$ cat src/swd_pkg.sv
// Summary of operation
// - Two key writes reload counter from timing count
// - Unserviced time-out raises chip reset request
// - No time limit between both keys
// - Other value abandons partial key sequence
// - Service register writable at any time
// - Service register always reads zero
// - Timing count in low 24 bits
// - Enable bit stops or runs counter
// - Lock bit blocks control register writes
// - Debug mode lets software clear lock
// - Control register always readable
// - Counter decrements once per enabled cycle
// - Zero timing count gives longest time-out
// - Count register read-only, shows live count
package swd_pkg;

    ////////////////////////////////////////////////////////////////
    // Register byte addresses
    localparam logic [31:0] ADDR_SERVICE = 32'h8007efc0;
    localparam logic [31:0] ADDR_CONTROL = 32'h8007efc4;
    localparam logic [31:0] ADDR_COUNT = 32'h8007efc8;
    localparam logic [31:0] ADDR_IRQ_STAT = 32'h8007efe0;
    localparam logic [31:0] ADDR_IRQ_MASK = 32'h8007efe4;

    ////////////////////////////////////////////////////////////////
    // Service keys, carried in the upper half word
    localparam logic [15:0] KEY_FIRST = 16'h556c;
    localparam logic [15:0] KEY_SECOND = 16'haa39;
    localparam int KEY_MSB = 31;
    localparam int KEY_LSB = 16;

    ////////////////////////////////////////////////////////////////
    // Control register layout and reset values
    localparam int TC_W = 24;
    localparam int EN_POS = 25;
    localparam int LOCK_POS = 24;
    localparam logic EN_RESET = 1'h1;
    localparam logic LOCK_RESET = 1'h0;
    localparam logic [TC_W-1:0] TC_RESET = 24'hffffff;
    localparam logic [TC_W-1:0] CNT_RESET = 24'hffffff;
    localparam logic [TC_W-1:0] CNT_ONE = 24'h000001;
    localparam logic [TC_W-1:0] CNT_ZERO = 24'h000000;

    ////////////////////////////////////////////////////////////////
    // Interrupt status and mask layout
    localparam int EV_W = 3;
    localparam int EV_TIMEOUT = 0;
    localparam int EV_SERVICED = 1;
    localparam int EV_BADKEY = 2;
    localparam logic [EV_W-1:0] EV_RESET = 3'h0;

    // Control register contents
    typedef struct packed {
        logic watchdog_enable_bit;
        logic watchdog_lock_bit;
        logic [TC_W-1:0] timing_count;
    } swd_ctl_s;

    // Progress of the two-key service sequence
    typedef enum logic {
        SEQ_IDLE,
        SEQ_ARMED
    } swd_seq_e;

endpackage

$ cat src/swd_watchdog.sv
// Local design decision: the Wishbone register port.
`timescale 1ns/1ps
module swd_watchdog
    import swd_pkg::*;
(
    input wire logic clk_i,
    input wire logic rst_i,
    input wire logic ce_i,
    input wire logic dbg_mode_i,
    input wire logic cyc_i,
    input wire logic stb_i,
    input wire logic we_i,
    input wire logic [31:0] adr_i,
    input wire logic [3:0] sel_i,
    input wire logic [31:0] dat_i,
    output logic [31:0] dat_o,
    output logic ack_o,
    output logic chip_reset_o,
    output logic irq_o
);

    ////////////////////////////////////////////////////////////////
    // Functions

    // Byte-lane merge of a write into a stored word
    function automatic logic [31:0] merge_sel(
        input logic [31:0] old_w,
        input logic [31:0] new_w,
        input logic [3:0] sel
    );
        logic [31:0] res;
        res = old_w;
        for (int i = 0; i < 4; i++) begin
            if (sel[i]) begin
                res[i*8 +: 8] = new_w[i*8 +: 8];
            end
        end
        return res;
    endfunction

    // Packs the control register into its bus image
    function automatic logic [31:0] ctl_word(input swd_ctl_s c);
        logic [31:0] w;
        w = 32'h00000000;
        w[EN_POS] = c.watchdog_enable_bit;
        w[LOCK_POS] = c.watchdog_lock_bit;
        w[TC_W-1:0] = c.timing_count;
        return w;
    endfunction

    ////////////////////////////////////////////////////////////////
    // Declarations
    logic dbg_meta_reg;
    logic dbg_sync_reg;
    logic ack_reg;
    logic [31:0] rdata_reg;
    swd_ctl_s ctl_reg;
    swd_ctl_s ctl_next;
    swd_seq_e seq_reg;
    logic [TC_W-1:0] live_count_reg;
    logic expired_reg;
    logic rst_req_reg;
    logic [EV_W-1:0] stat_reg;
    logic [EV_W-1:0] mask_reg;
    logic [EV_W-1:0] ev_set;
    logic [EV_W-1:0] stat_clr;
    logic req;
    logic wr_fire;
    logic svc_wr;
    logic ctl_wr;
    logic [15:0] key;
    logic key_ok;
    logic is_first;
    logic is_second;
    logic reload;
    logic run;
    logic expire;
    logic [31:0] ctl_merged;
    logic [31:0] rd_mux;
    logic [31:0] mask_merged;

    ////////////////////////////////////////////////////////////////
    // Debug mode arrives from outside the clock domain
    always_ff @(posedge clk_i) begin
        if (rst_i) begin
            dbg_meta_reg <= 1'h0;
            dbg_sync_reg <= 1'h0;
        end else if (ce_i) begin
            dbg_meta_reg <= dbg_mode_i;
            dbg_sync_reg <= dbg_meta_reg;
        end
    end

    ////////////////////////////////////////////////////////////////
    // Wishbone slave: ack one cycle after the request is seen,
    // writes take effect on the edge that samples ack
    assign req = cyc_i && stb_i && ce_i;
    assign wr_fire = req && we_i && ack_reg;
    assign svc_wr = wr_fire && (adr_i == ADDR_SERVICE);
    assign ctl_wr = wr_fire && (adr_i == ADDR_CONTROL);

    always_ff @(posedge clk_i) begin
        if (rst_i) begin
            ack_reg <= 1'h0;
        end else if (ce_i) begin
            ack_reg <= cyc_i && stb_i && !ack_reg;
        end
    end

    assign ack_o = ack_reg;

    // Read mux; unmapped and write-only locations read zero
    always_comb begin
        rd_mux = 32'h00000000;
        case (adr_i)
            ADDR_SERVICE: rd_mux = 32'h00000000;
            ADDR_CONTROL: rd_mux = ctl_word(ctl_reg);
            ADDR_COUNT: rd_mux[TC_W-1:0] = live_count_reg;
            ADDR_IRQ_STAT: rd_mux[EV_W-1:0] = stat_reg;
            ADDR_IRQ_MASK: rd_mux[EV_W-1:0] = mask_reg;
            default: rd_mux = 32'h00000000;
        endcase
    end

    always_ff @(posedge clk_i) begin
        if (rst_i) begin
            rdata_reg <= 32'h00000000;
        end else if (req && !ack_reg) begin
            rdata_reg <= we_i ? 32'h00000000 : rd_mux;
        end
    end

    assign dat_o = rdata_reg;

    ////////////////////////////////////////////////////////////////
    // Key decode; a write missing either upper byte lane is not a key
    assign key = dat_i[KEY_MSB:KEY_LSB];
    assign key_ok = (sel_i[3:2] == 2'h3);
    assign is_first = key_ok && (key == KEY_FIRST);
    assign is_second = key_ok && (key == KEY_SECOND);

    // Sequence tracker; no timer runs while armed, so the
    // second key may come arbitrarily late
    always_ff @(posedge clk_i) begin
        if (rst_i) begin
            seq_reg <= SEQ_IDLE;
        end else if (svc_wr) begin
            case (seq_reg)
                SEQ_IDLE: begin
                    if (is_first) begin
                        seq_reg <= SEQ_ARMED;
                    end
                end
                SEQ_ARMED: begin
                    if (is_first) begin
                        seq_reg <= SEQ_ARMED;
                    end else begin
                        seq_reg <= SEQ_IDLE;
                    end
                end
                default: seq_reg <= SEQ_IDLE;
            endcase
        end
    end

    // Second key after an armed first key completes the service
    assign reload = svc_wr && (seq_reg == SEQ_ARMED) && is_second
        && !expired_reg;

    ////////////////////////////////////////////////////////////////
    // Control register with lock; debug mode may only drop the lock
    assign ctl_merged = merge_sel(ctl_word(ctl_reg), dat_i, sel_i);

    always_comb begin
        ctl_next = ctl_reg;
        if (ctl_wr) begin
            if (!ctl_reg.watchdog_lock_bit) begin
                ctl_next.watchdog_enable_bit = ctl_merged[EN_POS];
                ctl_next.watchdog_lock_bit = ctl_merged[LOCK_POS];
                ctl_next.timing_count = ctl_merged[TC_W-1:0];
            end else if (dbg_sync_reg && sel_i[3]) begin
                if (!dat_i[LOCK_POS]) begin
                    ctl_next.watchdog_lock_bit = 1'h0;
                end
            end
        end
    end

    always_ff @(posedge clk_i) begin
        if (rst_i) begin
            ctl_reg.watchdog_enable_bit <= EN_RESET;
            ctl_reg.watchdog_lock_bit <= LOCK_RESET;
            ctl_reg.timing_count <= TC_RESET;
        end else begin
            ctl_reg <= ctl_next;
        end
    end

    ////////////////////////////////////////////////////////////////
    // Down counter; reload beats the decrement in the same cycle.
    // Expiry is the step from one to zero, so a timing count of
    // zero wraps first and gives the full 2^24 cycle time-out.
    assign run = ce_i && ctl_reg.watchdog_enable_bit
        && !expired_reg;
    assign expire = run && !reload && (live_count_reg == CNT_ONE);

    always_ff @(posedge clk_i) begin
        if (rst_i) begin
            live_count_reg <= CNT_RESET;
        end else if (reload) begin
            live_count_reg <= ctl_reg.timing_count;
        end else if (run) begin
            live_count_reg <= live_count_reg - CNT_ONE;
        end
    end

    // Once expired the counter stays at zero until chip reset
    always_ff @(posedge clk_i) begin
        if (rst_i) begin
            expired_reg <= 1'h0;
            rst_req_reg <= 1'h0;
        end else if (ce_i) begin
            rst_req_reg <= expire;
            if (expire) begin
                expired_reg <= 1'h1;
            end
        end
    end

    assign chip_reset_o = rst_req_reg;

    ////////////////////////////////////////////////////////////////
    // Interrupt status: sticky, write one to clear, set wins
    assign ev_set[EV_TIMEOUT] = expire;
    assign ev_set[EV_SERVICED] = reload;
    assign ev_set[EV_BADKEY] = svc_wr && !is_first && !is_second;
    assign stat_clr = (wr_fire && (adr_i == ADDR_IRQ_STAT) && sel_i[0])
        ? dat_i[EV_W-1:0] : EV_RESET;

    always_ff @(posedge clk_i) begin
        if (rst_i) begin
            stat_reg <= EV_RESET;
        end else if (ce_i) begin
            stat_reg <= (stat_reg & ~stat_clr) | ev_set;
        end
    end

    // Byte lanes of a mask write merged onto the stored bits
    assign mask_merged = merge_sel({29'h0, mask_reg}, dat_i, sel_i);

    always_ff @(posedge clk_i) begin
        if (rst_i) begin
            mask_reg <= EV_RESET;
        end else if (wr_fire && (adr_i == ADDR_IRQ_MASK)) begin
            mask_reg <= mask_merged[EV_W-1:0];
        end
    end

    // Level interrupt while any unmasked status bit stands
    assign irq_o = |(stat_reg & mask_reg);
endmodule

$ cat config.mk
export PLATFORM = sky130hd
export DESIGN_NAME = swd_watchdog
export DESIGN_NICKNAME = d
export VERILOG_FILES = /design/src/swd_pkg.sv /design/src/swd_watchdog.sv
export SDC_FILE = /design/constraint.sdc
export NUM_CORES = 1
export LEC_CHECK = 0
export BUFFER_PORTS_ARGS = -buffer_cell sky130_fd_sc_hd__buf_4
export CORE_MARGIN = 5
export CORE_UTILIZATION = 40
export DETAILED_ROUTE_END_ITERATION = 10
export SLEW_MARGIN = 10
export SYNTH_ARGS = -nofsm -noshare
export SYNTH_HDL_FRONTEND = slang
export SYNTH_SLANG_ARGS = --single-unit
$ cat constraint.sdc
create_clock -name clk_i -period 2.27 [get_ports clk_i]
set_input_delay 0.227 -clock clk_i [delete_from_list [all_inputs] [get_ports clk_i]]
set_output_delay 0.227 -clock clk_i [all_outputs]
set_load 0.02 [all_outputs]
# Yosys cells after proc, flatten, opt, wreduce, memory -nomap -nowiden
# Cells that the tools add are included.
[op_classes]
n_addsub = 1
mul = 0
div_mod_pow = 0
order_cmp = 0
eq_ne = 9
shifts = 0
n_mux = 12
bitwise = 5
n_reduce_logical = 38
[ops]
columns = ["cell", "n"]
rows = [
  ["32-bit equality test, second input constant", 5],
  ["24-bit two-way mux", 2],
  ["21-bit case mux with 2 select lines", 1],
  ["32-bit two-way mux", 1],
  ["24-bit by 1-bit equality test with 1-bit output, second input constant", 1],
  ["24-bit by 1-bit subtractor with 24-bit output, second input constant", 1],
  ["1-bit logical AND", 23],
  ["16-bit by 15-bit equality test with 1-bit output, second input constant", 1],
  ["16-bit equality test, second input constant", 1],
  ["3-bit case mux with 4 select lines", 1],
  ["3-bit AND reduction", 4],
  ["3-bit AND", 2],
  ["2-bit AND reduction", 3],
  ["1-bit zero test", 5],
  ["1-bit two-way mux", 5],
  ["2-bit nonzero test", 2],
  ["3-bit two-way mux", 1],
  ["3-bit NOT", 1],
  ["3-bit OR", 1],
  ["3-bit OR reduction", 1],
  ["2-bit equality test, second input constant", 1],
  ["2-bit two-way mux", 1],
  ["1-bit NOT", 1],
]
[word_totals]
ff_bits = 94
latchBits = 0
ramBits = 0
romBits = 0
input_bits = 75
mem_count = 0

# Logic depth before layout (Yosys ltp)
# Gate-level depths: netlist of run 1.
[logic_depth]
depth_word = 12
depth_mapped = 8
depth_no_buf = 7

# Worst setup path after synthesis of run 1
# No wires, ideal clock.
[synth_path]
kind = "input to register"
start = "input port adr_i[19]"
end = "register seq_reg"
t_arrival_ns = 2.005
setup_slack_ns = 0.198
stages = 7
n_path_buf = 2
cell_sequence = "nand3b_4 > or4_4 > buf_6 > or4_1 > buf_2 > or2_1 > a21oi_2"
[synth_via]
elab_chain_cells = 2
[synth_lines]
columns = ["item", "line_no", "rtl"]
rows = [
  ["start: declaration", "swd_watchdog.sv:13", "input wire logic [31:0] adr_i,"],
  ["32-bit equality test", "swd_watchdog.sv:99", "assign svc_wr = wr_fire && (adr_i == ADDR_SERVICE);"],
  ["1-bit logical AND", "swd_watchdog.sv:99", ""],
  ["end signal: assignment", "swd_watchdog.sv:146", "seq_reg <= SEQ_IDLE;"],
  ["end signal: assignment", "swd_watchdog.sv:151", "seq_reg <= SEQ_ARMED;"],
  ["end signal: assignment", "swd_watchdog.sv:156", "seq_reg <= SEQ_ARMED;"],
  ["end: declaration", "swd_watchdog.sv:59", "swd_seq_e seq_reg;"],
]
# Every way passes these cells.
# A chain may end at the register's enable or synchronous reset.

# Final worst setup path of run 1
[layout_path]
start = "register live_count_reg[1]"
end = "register live_count_reg[22]"
[layout_via]
elab_chain_cells = 3
[layout_lines]
columns = ["item", "line_no", "rtl"]
rows = [
  ["start: declaration", "swd_watchdog.sv:60", "logic [TC_W-1:0] live_count_reg;"],
  ["start signal: assignment", "swd_watchdog.sv:211", "live_count_reg <= ctl_reg.timing_count;"],
  ["start signal: assignment", "swd_watchdog.sv:213", "live_count_reg <= live_count_reg - CNT_ONE;"],
  ["24-bit by 1-bit subtractor with 24-bit output", "swd_watchdog.sv:213", ""],
  ["24-bit two-way mux", "swd_watchdog.sv:212", "end else if (run) begin"],
  ["24-bit two-way mux", "swd_watchdog.sv:210", "end else if (reload) begin"],
]
# Every way passes these cells. The select of a mux whose other input is x is not followed.

==> flow_summary.yaml, run 1 <==
clock_network:
  cts.reportedPaths.clkPinSlew_ps: 90
  cts.repair_timing.setup_buffer_count: 0
  cts_buffers: 9
  worst_skew_pair_later_pin_latency_ps: 370
  post_cts_resize_count: 0
  max-clock-path-buffers: 2
  clock_tree.root_cell: "sky130_fd_sc_hd__clkbuf_8"
  cts.hold.buffers_added: 0
  htree_levels: 3
  cts_tree: "yes"
  num_clock_sinks: 88
synth:
  register_area_share_after_synthesis: 0.398
  netlist_instances: 502
  ys_ff_latch: 88
  synthesis.area_um2: 4420
  syn-mean-instance-area_um2: 8.81
  synth_largest_type_area_fraction: 0.398
  netlist.top_cell.by_area: "sky130_fd_sc_hd__dfxtp_1"
  synth.distinct_cells: 55
  synth_edf_count: 0
  yosys_most_used_dff: "sky130_fd_sc_hd__dfxtp_1"
  synth.yosys.warnings: 0
  postSynth.asyncResetShare: 0
  synthTopCellsByArea: "sky130_fd_sc_hd__dfxtp_1 40%, sky130_fd_sc_hd__mux2i_1 9.5%, sky130_fd_sc_hd__nor2_1 7.8%"
power_and_ir_drop:
  leakage_nw: 2.12
  p_total_mw: 2.88
  vdd_ir_drop_max_mv: 0.243
  power_density_nw_per_um2: 512
final_layout:
  finish.instance_area_um2: 5630
  nets: 690
  fillerInstances: 1071
  antenna_cells_inserted: 0
  syn2layout_area_growth_pct: 27.2
  share_of_final_layout_standard_cells_stronger_than_drive_strength_1: 0.256
  mostFrequentLayoutCells: "134 x sky130_fd_sc_hd__buf_4, 92 x sky130_fd_sc_hd__nor2_1, 88 x sky130_fd_sc_hd__dfxtp_1"
  most_common_cell_after_layout_fill_and_taps_aside: "sky130_fd_sc_hd__buf_4"
floorplan:
  floorplan.core_area_um2: 10800
  num_io_pins: 110
  fp.dieW_um: 115
  floorplan.initialDensity: 0.408
  y_dimension_of_the_die_um: 115
  rows: 38
  die_area_um2: 13300
timing:
  max-slew-margin-rel: 0.656
  fmax_mhz: 478
  slew_violations: 0
  period_share: 0.921
  tns_ps: 0
  fin_worst_skew_ps: 15.9
  tightestPinTransition_ps: 512
  rsz0062_at_grt: "no"
  final_hold_viol_count: 0
  finalWorstPathRequiredPeriod_ps: 2090
  worst_slack_ps: 180
  final-setup-viol-count: 0
  hold-worst-slack_ps: 105
route:
  drt-pass1-iter-count: 5
  first_iter_violations: 260
  ant_nets: 0
  vias: 4226
  route.detailed.wl_per_inst_um: 16.8
  detailed_route_vias_per_instance: 5.59
  drt_drc_violations_left: 0
  total_wire_length_after_detailed_routing_um: 12700
placement:
  dp.final_hpwl_um: 9640
  globalplace.congestion: 0.900
  placement.cell_area_um2: 5440
  buffer_ports.inserted: 103
  dpl_worst_slack_ps: 106
worst_setup_path:
  worst_setup_path_end_kind: "flip-flop"
  cp.arrival_ps: 2350
  critPathRequiredTime_ps: 2530
  critical_path_class: "reg -> reg"
  worst-r2r-setup-slack_ps: 180
  crit_path_start_kind: "flip-flop"
  worstPathMaxFanout: 6
hold_path:
  worst_hold_path_type: "in -> reg"
grt:
  via_count_of_the_first_global_routing_pass: 4065
  grt-ovfl-total: 0
  grt_antenna_before_repair: 0
  global_route.usage.total: 0.195
  global_route_wire_length_before_repair_um: 20600
  maximum_number_of_pins_on_one_net_before_global_route_repair: 47
run:
  max-cap-violations: 0
status:
  run_status: "completed"
-- worst paths after layout --
check	start	end	cells after the start
worst max-delay path	live_count_reg[1]	live_count_reg[22]	7
worst min-delay path	dbg_mode_i	dbg_meta_reg	3
worst max register to register	live_count_reg[1]	live_count_reg[22]	7
worst min register to register	dat_o[0]	dat_o[0]	2
-- worst max-delay path, stage by stage, from the launching register on --
cell                       delay (ps)
sky130_fd_sc_hd__dfxtp_1          380
sky130_fd_sc_hd__inv_1            110
sky130_fd_sc_hd__ha_1             180
sky130_fd_sc_hd__nor3b_1          260
sky130_fd_sc_hd__nand3_1          130
sky130_fd_sc_hd__or4_1            520
sky130_fd_sc_hd__a221oi_1         290
sky130_fd_sc_hd__mux2i_1          100
-- cell type report --
type	count	area [µm²]	share of cell area
sequential	88	1760	0.313
clock inverter	3	43.8	0.00778
timing repair buffer	134	1010	0.179
tap	140	175	0.0311
inverter	8	30.0	0.00534
clock buffer	11	141	0.0251
multi-input combinational	372	2470	0.439
-- cells in the mapped netlist, types with 10 or more instances --
| library cell | number |
|---|---|
| sky130_fd_sc_hd__clkbuf_1 | 23 |
| sky130_fd_sc_hd__nor2_1 | 92 |
| sky130_fd_sc_hd__a211oi_1 | 15 |
| sky130_fd_sc_hd__nor3_1 | 15 |
| sky130_fd_sc_hd__mux2i_1 | 42 |
| sky130_fd_sc_hd__nor4_1 | 10 |
| sky130_fd_sc_hd__a21oi_1 | 16 |
| sky130_fd_sc_hd__nand2_1 | 15 |
| sky130_fd_sc_hd__a222oi_1 | 13 |
| sky130_fd_sc_hd__o21ai_0 | 12 |
| sky130_fd_sc_hd__a22oi_1 | 11 |
| sky130_fd_sc_hd__dfxtp_1 | 88 |
-- per-stage QoR --
step	std cells	util
floorplan	507	-
global placement	742	0.502
detailed placement	742	0.502
CTS	756	0.519
global route	756	0.519
finish	756	0.519
-- where the power goes --
group	internal, mW	switching, mW
clock network	0.527	0.538
registers	1.55	0.00761
logic	0.132	0.130
total	2.21	0.675
-- metal layers --
metal	routed length (µm)	vias to the layer above	part of all wire	GRT usage
met4	246	0	0.019	0.0696
met2	6070	132	0.48	0.321
met3	866	18	0.068	0.0353
met5	0	-	0	0
li1	-	2091	-	-
met1	5550	1985	0.44	0.257
-- logic make-up after synthesis --
group / Yosys count / synth area share
simple gates: 214 / 0.266
compound gates: 98 / 0.165
flops: 88 / 0.398
buf+inv: 47 / 0.0492
mux: 42 / 0.0951
xor+xnor: 10 / 0.0198
fa+ha+maj: 2 / 0.00566
other cells: 1 / 0.000848
No activity file was read; power rests on OpenSTA's default activity.
==> run 2: changes to the inputs <==
--- a/config.mk
+++ b/config.mk
@@ -9,6 +9,7 @@
 export CORE_MARGIN = 5
 export CORE_UTILIZATION = 40
 export DETAILED_ROUTE_END_ITERATION = 10
+export GPL_TIMING_DRIVEN = 0
 export SLEW_MARGIN = 10
 export SYNTH_ARGS = -nofsm -noshare
 export SYNTH_HDL_FRONTEND = slang
==> flow_summary.yaml, run 2 (synthesized netlist as in run 1, its figures left out) <==
status:
  run_status: "completed"
floorplan:
  fp.dieW_um: 115
  y_dimension_of_the_die_um: 115
  die_area_um2: 13300
  floorplan.initialDensity: 0.408
  num_io_pins: 110
  floorplan.core_area_um2: 10800
  rows: 38
worst_setup_path:
  cp.arrival_ps: 2380
  critical_path_class: "reg -> reg"
  critical_path.cell_chain: "inv_1 -> ha_1 -> nor3b_4 -> nand3_1 -> or4_1 -> a221oi_2 -> mux2i_1"
  critPathRequiredTime_ps: 2490
  rr_worst_depth: 7
  worst-path-buf-inv: 1
  cp_top_family: "simple AND/OR/NAND/NOR gates"
  r2r-start: "live_count_reg[1]"
  worst-r2r-setup-slack_ps: 110
  worst_setup_path_end_kind: "flip-flop"
  critical_path_cell_with_the_highest_stage_delay: "sky130_fd_sc_hd__or4_1"
  critPathMaxStageDelay_ps: 570
  crit-reg2reg-capture: "live_count_reg[22]"
  crit_path_start_kind: "flip-flop"
  worstPathMaxFanout: 6
  worst_setup_path_endpoint: "live_count_reg[22]"
  path_depth: 7
  critPathLaunch: "live_count_reg[1]"
clock_network:
  cts_buffers: 9
  cts.hold.buffers_added: 0
  max-clock-path-buffers: 2
  cts.reportedPaths.clkPinSlew_ps: 90
  htree_levels: 3
  clock_tree.root_cell: "sky130_fd_sc_hd__clkbuf_8"
  cts_tree: "yes"
  worst_skew_pair_later_pin_latency_ps: 350
  num_clock_sinks: 88
hold_path:
  worst_hold_path_type: "in -> reg"
final_layout:
  antenna_cells_inserted: 0
  syn2layout_area_growth_pct: 30.3
  nets: 704
  layout.cells.non_filler: 771
  share_of_final_layout_standard_cells_stronger_than_drive_strength_1: 0.252
  most_common_cell_after_layout_fill_and_taps_aside: "sky130_fd_sc_hd__buf_4"
  finish.utilization: 0.531
  mostFrequentLayoutCells: "115 x sky130_fd_sc_hd__buf_4, 92 x sky130_fd_sc_hd__nor2_1, 86 x sky130_fd_sc_hd__dfxtp_1"
timing:
  tns_ps: 0
  period_share: 0.953
  tightestPinTransition_ps: 903
  max-slew-margin-rel: 0.393
  fmax_mhz: 462
  final-setup-viol-count: 0
  fin_worst_skew_ps: 14.6
  final_hold_viol_count: 0
  worst_slack_ps: 107
  finalWorstPathRequiredPeriod_ps: 2160
  slew_violations: 0
placement:
  dp.final_hpwl_um: 10400
  globalplace.congestion: 0.895
  buffer_ports.inserted: 100
  cells_after_dpl: 747
  dpl_worst_slack_ps: -628
route:
  detailed_route_vias_per_instance: 5.69
  drt-pass1-iter-count: 8
  vias: 4389
  total_wire_length_after_detailed_routing_um: 14000
  ant_nets: 0
  drt_drc_violations_left: 0
  route.detailed.wl_per_inst_um: 18.2
  first_iter_violations: 248
power_and_ir_drop:
  power_density_nw_per_um2: 543
  leakage_nw: 2.23
  vdd_ir_drop_max_mv: 0.349
grt:
  global_route.usage.total: 0.209
  global_route_wire_length_before_repair_um: 21800
  grt_antenna_before_repair: 0
  via_count_of_the_first_global_routing_pass: 4313
  grt-ovfl-total: 0
  maximum_number_of_pins_on_one_net_before_global_route_repair: 15
run:
  max-cap-violations: 0
-- run 2: cell types whose count changed in the layout (fill, tap and decap cells not counted), moves of 2 or more --
cell,delta
sky130_fd_sc_hd__nor4_4,+3
sky130_fd_sc_hd__dfxtp_1,-2
sky130_fd_sc_hd__dfxtp_2,+2
sky130_fd_sc_hd__nor4b_4,+3
sky130_fd_sc_hd__buf_4,-19
sky130_fd_sc_hd__clkbuf_1,+20
sky130_fd_sc_hd__nor4_1,-2
sky130_fd_sc_hd__clkbuf_2,+3
sky130_fd_sc_hd__nor4b_2,-3
sky130_fd_sc_hd__buf_2,+9
sky130_fd_sc_hd__bufinv_16,+2
-- run 2: worst reg2reg max path, delay by kind of cell (launching register included) --
kind | cells | cell delay, ps
AND/OR/NAND/NOR | 3 | 980
flip-flops | 1 | 370
AO/OA/AOI/OAI | 1 | 290
adder cells (fa/ha/maj) | 1 | 210
multiplexers | 1 | 100
buffers and inverters | 1 | 90
-- run 2: area by class of cell --
| type | count | area [µm²] |
|---|---|---|
| Inverter | 8 | 30.0 |
| Sequential cell | 88 | 1760 |
| Fill cell | 1036 | 5080 |
| Buffer | 39 | 191 |
| Clock inverter | 5 | 104 |
| Tap cell | 140 | 175 |
| Multi-Input combinational cell | 372 | 2550 |
| Clock buffer | 10 | 128 |
| Timing Repair Buffer | 109 | 818 |
-- run 2: power breakdown --
group / switching, mW / total (mW) / internal, mW
sequential: 0.00982 / 1.56 / 1.55
combinational: 0.149 / 0.286 / 0.137
clock: 0.553 / 1.28 / 0.729
-- run 2: repair_timing --
action,CTS,global route
resized for setup,13,4
setup buffers,4,5
cloned,0,0
pin swaps,1,2
setup endpoints to repair,55,10
-- run 2: how the worst min path moves through the flow --
| stage | start | to | slack [ps] | depth (start not counted) |
|---|---|---|---|---|
| 4_1_cts | dat_i[12] | ctl_reg[12] | 120 | 3 |
| 5_1_grt | dat_i[11] | ctl_reg[11] | 130 | 3 |
| 3_5_place_dp | dat_o[0] | dat_o[0] | 450 | 2 |
| 2_1_floorplan | sel_i[3] | ctl_reg[24] | 370 | 2 |
| 6_report | dat_i[12] | ctl_reg[12] | 130 | 3 |
| 3_3_place_gp | dat_o[1] | dat_o[1] | 440 | 2 |
-- run 2: per-stage QoR --
step | hold slack (ps) | area, µm² | total power, mW
after global placement | 443 | 5370 | 1.87
after floorplan | 366 | 4440 | 1.71
after global routing | 128 | 5760 | 3.23
after detailed placement | 445 | 5370 | 1.87
after CTS | 119 | 5710 | 3.14
final | 129 | 5760 | 3.13
-- run 2: metal layers --
metal | wire length [µm] | vias to the layer above | share of wire | global-route usage
li1 | - | 2113 | - | -
met1 | 6200 | 2114 | 0.44 | 0.275
met2 | 6630 | 147 | 0.47 | 0.350
met3 | 1000 | 15 | 0.072 | 0.0379
met4 | 189 | 0 | 0.013 | 0.0587
met5 | 0 | - | 0 | 0
